==> src/include/brs_defs.vh <==
// Purpose: constants of the brake release sequencer
// Assumes: 50 MHz clock, wait times in 0.01 s steps, frequency in 0.01 Hz
// Notes: counts are derived from times and the clock rate
//
// Summary of operation
// - brake mode off, on with dc, on without
// - run command accelerates to release frequency
// - wait release time, then assert release output
// - current below release level trips with error
// - confirm assigned: hold, await confirm, else trip
// - confirm unassigned: skip wait, go accelerate wait
// - wait acceleration time, then accelerate to command
// - run removed: decelerate to braking frequency, release off
// - confirm must stay off confirm time, else trip
// - confirm unassigned: skip off check at stop
// - wait stopping time, then decelerate to zero
// - release and error outputs assignable to terminals
// - position control: apply brake after positioning done
`ifndef BRS_DEFS_VH
`define BRS_DEFS_VH

// ----------------------------------------------------------------
// brake mode selection
// ----------------------------------------------------------------
`define BRS_MODE_OFF 2'h0
`define BRS_MODE_DC 2'h1
`define BRS_MODE_NODC 2'h2

// ----------------------------------------------------------------
// limits and timing
// ----------------------------------------------------------------
`define BRS_FREQ_MAX 16'h9C40
`define BRS_WAIT_MAX 9'h1F4
`define BRS_CUR_MAX 9'h140
`define BRS_CONFIRM_CODE 7'h2C
`define BRS_ERROR_CODE 7'h14
`define BRS_RELEASE_CODE 7'h13
`define BRS_CLK_HZ 50000000
`define BRS_TICK_HZ 100
`define BRS_TICK_CYC (`BRS_CLK_HZ / `BRS_TICK_HZ)

`endif

==> src/logic/brs_sequencer.v <==
// Purpose: brake release sequencer of a motor drive
// Assumes: frequency in 0.01 Hz, current in 0.01 x rated current
// Notes: frequency target goes to the ramp generator outside

`timescale 1ns/100ps
`include "brs_defs.vh"

module brs_sequencer (
  // clock and reset
  input wire mclk_i,
  input wire rst_b_i,
  // configuration
  input wire [1:0] brake_mode_i,
  input wire [15:0] release_freq_i,
  input wire [15:0] braking_freq_i,
  input wire [8:0] release_cur_i,
  input wire [8:0] wait_release_i,
  input wire [8:0] wait_accel_i,
  input wire [8:0] wait_stop_i,
  input wire [8:0] wait_confirm_i,
  input wire [6:0] in_func_i,
  input wire [6:0] out_func_i,
  // drive status
  input wire run_cmd_i,
  input wire [15:0] cmd_freq_i,
  input wire [15:0] out_freq_i,
  input wire [8:0] out_cur_i,
  input wire pos_ctrl_i,
  input wire pos_done_i,
  input wire brake_confirm_input_i,
  // outputs
  output reg [15:0] freq_target_o,
  output reg drive_on_o,
  output reg trip_o,
  output reg brake_release_output_o,
  output reg brake_error_output_o,
  output reg out_term_o,
  output reg [3:0] state_o
);

  // ----------------------------------------------------------------
  // states
  // ----------------------------------------------------------------
  localparam ST_IDLE = 4'h0;
  localparam ST_ACC_REL = 4'h1;
  localparam ST_WAIT_REL = 4'h2;
  localparam ST_CONFIRM = 4'h3;
  localparam ST_WAIT_ACC = 4'h4;
  localparam ST_RUN = 4'h5;
  localparam ST_DEC_BRK = 4'h6;
  localparam ST_CONF_OFF = 4'h7;
  localparam ST_WAIT_STOP = 4'h8;
  localparam ST_DEC_ZERO = 4'h9;
  localparam ST_TRIP = 4'hA;

  reg [3:0] state;
  reg [3:0] next_state;
  reg [25:0] tick_cnt;
  reg tick;
  reg [8:0] wait_cnt;
  reg clr_wait;
  reg [15:0] next_freq;
  reg next_rel;
  reg confirm_q;
  wire enabled;
  wire confirm_used;
  wire expired_rel;
  wire expired_acc;
  wire expired_stop;
  wire expired_conf;

  assign enabled = (brake_mode_i == `BRS_MODE_DC) ||
                   (brake_mode_i == `BRS_MODE_NODC);
  assign confirm_used = (in_func_i == `BRS_CONFIRM_CODE);
  assign expired_rel = (wait_cnt >= wait_release_i);
  assign expired_acc = (wait_cnt >= wait_accel_i);
  assign expired_stop = (wait_cnt >= wait_stop_i);
  assign expired_conf = (wait_cnt >= wait_confirm_i);

  // ----------------------------------------------------------------
  // 0.01 s timebase and wait counter
  // ----------------------------------------------------------------
  always @(posedge mclk_i or negedge rst_b_i) begin
    if (!rst_b_i) begin
      tick_cnt <= 26'h0;
      tick <= 1'b0;
      wait_cnt <= 9'h000;
    end else begin
      // the timebase restarts with each wait so every wait is exact
      if (clr_wait || tick_cnt == `BRS_TICK_CYC - 1) begin
        tick_cnt <= 26'h0;
      end else begin
        tick_cnt <= tick_cnt + 26'h1;
      end
      tick <= !clr_wait && (tick_cnt == `BRS_TICK_CYC - 1);
      if (clr_wait) begin
        wait_cnt <= 9'h000;
      end else if (tick && wait_cnt != 9'h1FF) begin
        wait_cnt <= wait_cnt + 9'h001;
      end
    end
  end

  // last cycle's contact level, to find where the contact opens
  always @(posedge mclk_i or negedge rst_b_i) begin
    if (!rst_b_i) begin
      confirm_q <= 1'b0;
    end else begin
      confirm_q <= brake_confirm_input_i;
    end
  end

  // ----------------------------------------------------------------
  // sequence
  // ----------------------------------------------------------------
  always @* begin
    next_state = state;
    clr_wait = 1'b0;
    case (state)
      ST_IDLE: begin
        clr_wait = 1'b1;
        if (run_cmd_i && enabled) begin
          next_state = ST_ACC_REL;
        end
      end
      ST_ACC_REL: begin
        clr_wait = 1'b1;
        if (!run_cmd_i) begin
          next_state = ST_DEC_ZERO;
        end else if (out_freq_i >= release_freq_i) begin
          next_state = ST_WAIT_REL;
        end
      end
      ST_WAIT_REL: begin
        if (expired_rel) begin
          clr_wait = 1'b1;
          if (out_cur_i < release_cur_i) begin
            next_state = ST_TRIP;
          end else if (confirm_used) begin
            next_state = ST_CONFIRM;
          end else begin
            next_state = ST_WAIT_ACC;
          end
        end
      end
      ST_CONFIRM: begin
        if (brake_confirm_input_i) begin
          clr_wait = 1'b1;
          next_state = ST_WAIT_ACC;
        end else if (expired_conf) begin
          next_state = ST_TRIP;
        end
      end
      ST_WAIT_ACC: begin
        if (expired_acc) begin
          next_state = ST_RUN;
        end
      end
      ST_RUN: begin
        clr_wait = 1'b1;
        if (!run_cmd_i) begin
          next_state = ST_DEC_BRK;
        end
      end
      ST_DEC_BRK: begin
        clr_wait = 1'b1;
        // under position control the brake waits for positioning end
        if (pos_ctrl_i ? pos_done_i : (out_freq_i <= braking_freq_i)) begin
          next_state = confirm_used ? ST_CONF_OFF : ST_WAIT_STOP;
        end
      end
      ST_CONF_OFF: begin
        if (brake_confirm_input_i) begin
          // still closed once the window since release dropped: trip
          if (expired_conf) begin
            next_state = ST_TRIP;
          end
        end else if (confirm_q) begin
          // contact just opened: the off span is timed from here
          clr_wait = 1'b1;
        end else if (expired_conf) begin
          clr_wait = 1'b1;
          next_state = ST_WAIT_STOP;
        end
      end
      ST_WAIT_STOP: begin
        if (expired_stop) begin
          next_state = ST_DEC_ZERO;
        end
      end
      ST_DEC_ZERO: begin
        clr_wait = 1'b1;
        if (out_freq_i == 16'h0000) begin
          next_state = ST_IDLE;
        end
      end
      ST_TRIP: begin
        clr_wait = 1'b1;
      end
      default: begin
        next_state = ST_IDLE;
      end
    endcase
  end

  // release and frequency target follow the state being entered
  always @* begin
    next_rel = 1'b0;
    next_freq = 16'h0000;
    case (next_state)
      ST_ACC_REL, ST_WAIT_REL: begin
        next_freq = release_freq_i;
      end
      ST_CONFIRM, ST_WAIT_ACC: begin
        next_rel = 1'b1;
        next_freq = release_freq_i;
      end
      ST_RUN: begin
        next_rel = 1'b1;
        next_freq = cmd_freq_i;
      end
      ST_DEC_BRK: begin
        next_rel = 1'b1;
        next_freq = braking_freq_i;
      end
      ST_CONF_OFF, ST_WAIT_STOP: begin
        next_freq = braking_freq_i;
      end
      default: begin
        next_freq = 16'h0000;
      end
    endcase
  end

  // ----------------------------------------------------------------
  // registered outputs
  // ----------------------------------------------------------------
  always @(posedge mclk_i or negedge rst_b_i) begin
    if (!rst_b_i) begin
      state <= ST_IDLE;
      freq_target_o <= 16'h0000;
      drive_on_o <= 1'b0;
      trip_o <= 1'b0;
      brake_release_output_o <= 1'b0;
      brake_error_output_o <= 1'b0;
      out_term_o <= 1'b0;
      state_o <= ST_IDLE;
    end else begin
      state <= next_state;
      state_o <= next_state;
      freq_target_o <= next_freq;
      drive_on_o <= (next_state != ST_IDLE) && (next_state != ST_TRIP);
      trip_o <= (next_state == ST_TRIP);
      brake_error_output_o <= (next_state == ST_TRIP);
      brake_release_output_o <= next_rel;
      // terminal mapping of the two brake signals
      if (out_func_i == `BRS_ERROR_CODE) begin
        out_term_o <= (next_state == ST_TRIP);
      end else if (out_func_i == `BRS_RELEASE_CODE) begin
        out_term_o <= next_rel;
      end else begin
        out_term_o <= 1'b0;
      end
    end
  end

endmodule

==> config.mk <==
export PLATFORM = sky130hd
export DESIGN_NAME = brs_sequencer
export DESIGN_NICKNAME = d
export VERILOG_FILES = /design/src/logic/brs_sequencer.v
export VERILOG_INCLUDE_DIRS = /design/src /design/src/include
export SDC_FILE = /design/constraint.sdc
export NUM_CORES = 1
export LEC_CHECK = 0
export BUFFER_PORTS_ARGS = -buffer_cell sky130_fd_sc_hd__buf_4
export CORE_MARGIN = 2
export CORE_UTILIZATION = 28
export DETAILED_ROUTE_END_ITERATION = 12
export PLACE_DENSITY_LB_ADDON = 0.2
export REMOVE_ABC_BUFFERS = 1
export SYNTH_ARGS = -nofsm -noshare
export SYNTH_HDL_FRONTEND = slang
export SYNTH_SLANG_ARGS = --single-unit
export TNS_END_PERCENT = 1
==> constraint.sdc <==
create_clock -name mclk_i -period 2.9 [get_ports mclk_i]
set_input_delay 0.145 -clock mclk_i [delete_from_list [all_inputs] [get_ports mclk_i]]
set_output_delay 0.145 -clock mclk_i [all_outputs]
set_load 0.05 [all_outputs]
==> results.py <==
metrics = {
    "outcome": {
        "status": "finished, violations left",
        "violations": "setup timing",
    },
    "worst_setup_path": {
        "cp_top_family": "compound AO/OA/AOI/OAI gates",
        "worstReg2RegStart": "wait_cnt[4]$_DFFE_PN0P_",
        "rr_worst_depth": 13,
        "cpMaxStageDelayCell": "or4b_4",
        "crit_chain": "buf_12 -> ha_1 -> a211oi_1 -> nor2_1 -> a2111oi_2 -> a21oi_1 -> nor2_1 -> or4b_4 -> nand2b_4 -> buf_4 -> a2bb2oi_4 -> buf_12 -> o221ai_4",
        "critPathBufInv": 3,
        "worstPathMaxFanout": 12,
        "rrSetupSlack_ns": -0.12,
        "criticalPathCategory": "reg2reg",
        "crit_arrival_ns": 3.28,
        "slowest_delay_ns": 0.48,
        "cp-start-kind": "register",
        "worstSetupEndpointType": "register",
        "r2r-end": "freq_target_o[15]$_DFF_PN0_",
        "cp.required_ns": 3.16,
    },
    "final_layout": {
        "fin_cells": 1087,
        "diodes": 0,
        "fin_util": 0.4452,
        "area_growth_pct": 55.94,
        "drive_gt1_frac": 0.3823,
        "multi_input_area_mm2": 0.003485,
        "seqCellArea_mm2": 0.001530,
        "fin_nets": 1072,
        "fill_cells": 1775,
    },
    "die": {
        "start_util": 0.2855,
        "rows": 49,
        "die_width_um": 139.3,
        "die_h_um": 139.3,
        "dieArea_mm2": 0.01942,
        "io_pins": 165,
        "coreArea_mm2": 0.01796,
    },
    "hold_path": {
        "worst_hold_path_type": "in2reg",
        "holdPathStages": 3,
        "holdCritStartpoint": "cmd_freq_i[5]",
        "holdPathEnd": "freq_target_o[5]$_DFF_PN0_",
    },
    "placed_design": {
        "hpwl_um": 13210,
        "gp_congestion": 0.8652,
        "dpl.cell_count": 1059,
        "io_buffers": 164,
    },
    "power_and_ir_drop": {
        "clockPowerShare": 0.215,
        "p_sw_mw": 2.239,
        "p_total_mw": 5.337,
        "power_density_mw_per_mm2": 667.3,
        "power_frac_seq": 0.208,
        "combPwrFrac": 0.577,
        "internal-power_mw": 3.098,
        "netSwitchingFraction": 0.4195,
        "peakVddDrop_uv": 444.2,
        "p_leak_nw": 4.049,
    },
    "sta": {
        "period_minus_slack_ns": 3.020,
        "slew_headroom": 0.4398,
        "hold_violations": 0,
        "report.final.slew_viol_count": 0,
        "setup_ws_ns": -0.1203,
        "fmax_mhz": 331.1,
        "finalSetupTns_ns": -1.883,
        "worstMarginPinSlew_ns": 0.8403,
        "fin_skew_ns": 0.01042,
        "setup_viol": 18,
        "min_period_over_period": 1.041,
        "rsz0062_at_grt": "yes",
    },
    "synth": {
        "synth_edf_count": 0,
        "synth_cell_type_count": 59,
        "synth.area.top_cells": "dfrtp_1, ha_1, inv_1",
        "synth_seq_cells": 61,
        "synthArstFlopShare": 1.000,
        "syn_inst": 593,
        "synth_top_cell_area_share": 0.2976,
        "synth.most_common_cell": "inv_1",
        "syn_area_mm2": 0.005129,
        "yosysSeqAreaShare": 0.2976,
        "synth_top_area_cell": "dfrtp_1",
        "synth.avg_cell_area_um2": 8.649,
        "netlist_top_cells_count": "inv_1, ha_1, nor2_1",
        "yosys_warnings": 0,
        "synth-main-ff-cell": "dfrtp_1",
    },
    "cts": {
        "clock-sinks": 61,
        "ctsLongestPathBuffers": 2,
        "cts_made_buffers": 9,
        "cts.clk_slew.worst_paths_ns": 0.06,
        "htree_levels": 3,
        "root_buffer": "clkbuf_16",
        "insertion_delay_ns": 0.34,
        "cts_tree": "done",
    },
    "detailed_routing": {
        "wl_per_cell_um": 15.49,
        "viasPerCell": 4.816,
        "wl_met3_um": 948,
        "ant_nets": 0,
        "firstDrtPassIters": 4,
        "dr.first_iter.drc_count": 212,
        "highest_layer": "met4",
        "drc_errors": 0,
        "route.met2.wl_um": 8163,
        "routed_wl_um": 16840,
        "wl_met1_um": 7311,
        "vias": 5235,
    },
    "global_routing": {
        "overflow": 0,
        "grt_util_all_layers": 0.1754,
        "grt_max_degree": 62,
        "grt_pass1_wl_um": 27370,
        "antenna_found_initial": 0,
        "grt_pass1_vias": 5694,
    },
    "flow_run": {
        "cap_violations": 0,
    },
}
-- per-stage QoR --
step	worst slack, ns	cell area (um^2)	hold slack [ns]
final	-0.1203	7998	0.03813
after global placement	-0.7565	7276	0.2879
after floorplan	-0.1939	5052	-0.1506
after global routing	-0.2409	7998	0.02859
after detailed placement	-0.8086	7276	0.3057
after CTS	-0.08811	7889	0.02731
-- registers in the layout, indices dropped and copies added (netlist names) --
| signal | flops |
|---|---|
| drive_on_o | 1 |
| wait_cnt | 9 |
| tick_cnt | 26 |
| out_term_o | 1 |
| brake_release_output_o | 1 |
| tick | 1 |
| freq_target_o | 16 |
| brake_error_output_o | 1 |
| state | 4 |
| confirm_q | 1 |
-- kinds of logic (layout without fill, tap and decap cells) --
kind of cell	after synthesis	after routing	share of synthesized area
simple gates	208	208	0.2066
buf+inv	97	362	0.07416
mux	2	2	0.003904
compound gates	111	111	0.1652
fa+ha+maj	79	79	0.1927
xor+xnor	35	35	0.05977
flops	61	61	0.2976
-- worst max-delay path by stage --
stage                            start  depth (start not counted)                           to
3_5_place_dp         release_freq_i[3]                         12  freq_target_o[15]$_DFF_PN0_
5_1_grt        wait_cnt[4]$_DFFE_PN0P_                         14  freq_target_o[10]$_DFF_PN0_
4_1_cts        wait_cnt[5]$_DFFE_PN0P_                         12  freq_target_o[15]$_DFF_PN0_
3_3_place_gp   wait_cnt[0]$_DFFE_PN0P_                         12  freq_target_o[15]$_DFF_PN0_
6_report       wait_cnt[4]$_DFFE_PN0P_                         13  freq_target_o[15]$_DFF_PN0_
2_1_floorplan  wait_cnt[5]$_DFFE_PN0P_                          9   freq_target_o[0]$_DFF_PN0_
-- tightest hold or removal path: cells and delay by family --
kind | cells | cell delay [ns]
AO/OA/AOI/OAI | 1 | 0.06
AND/OR/NAND/NOR | 1 | 0.06
buffers and inverters | 1 | 0.08
-- layer usage --
metal  track usage  vias up
li1              -     2635
met3       0.04508       28
met4       0.06007        0
met2        0.3039      137
met1        0.2111     2435
met5             0        -
-- timing repair --
item                                   in CTS  in global routing
gates resized for setup                    34                 22
setup endpoints to repair                  18                 30
hold buffers                                2                  0
cloned                                      1                  0
endpoints found under the hold margin      62                  0
pin swaps                                  28                 13
setup buffers                               9                  3
-- cell usage in the layout (no fill, tap or decap), types with 6 or more instances in the layout --
cell type	instances
buf_4	252
inv_1	80
ha_1	73
nor2_1	62
dfrtp_1	58
nand3_1	31
nand2_1	29
nand4_1	21
xor2_1	21
a21oi_1	20
o21ai_0	16
xnor2_1	14
o221ai_2	14
nand2b_1	10
clkbuf_16	9
and3_1	8
o21ai_1	6
nor3_1	6
nor2b_1	6
nor4_1	6
buf_6	6
-- power groups by stage --
stage	Combinational, mW	Clock (mW)	Sequential, mW
CTS	3.15	1.17	1.11
finish	3.08	1.15	1.11
detailed placement	2.68	0	1.12
global placement	2.63	0	1.13
global route	3.33	1.22	1.13
floorplan	1.03	0	1.56
-- final cells by class --
cell class | count | area share
Clock buffer | 13 | 0.03379
Multi-Input combinational cell | 435 | 0.4357
Timing Repair Buffer | 265 | 0.2600
Clock inverter | 3 | 0.005319
Sequential cell | 61 | 0.1913
Tap cell | 229 | 0.03583
Inverter | 81 | 0.03802
No activity file was read; power rests on OpenSTA's default activity.
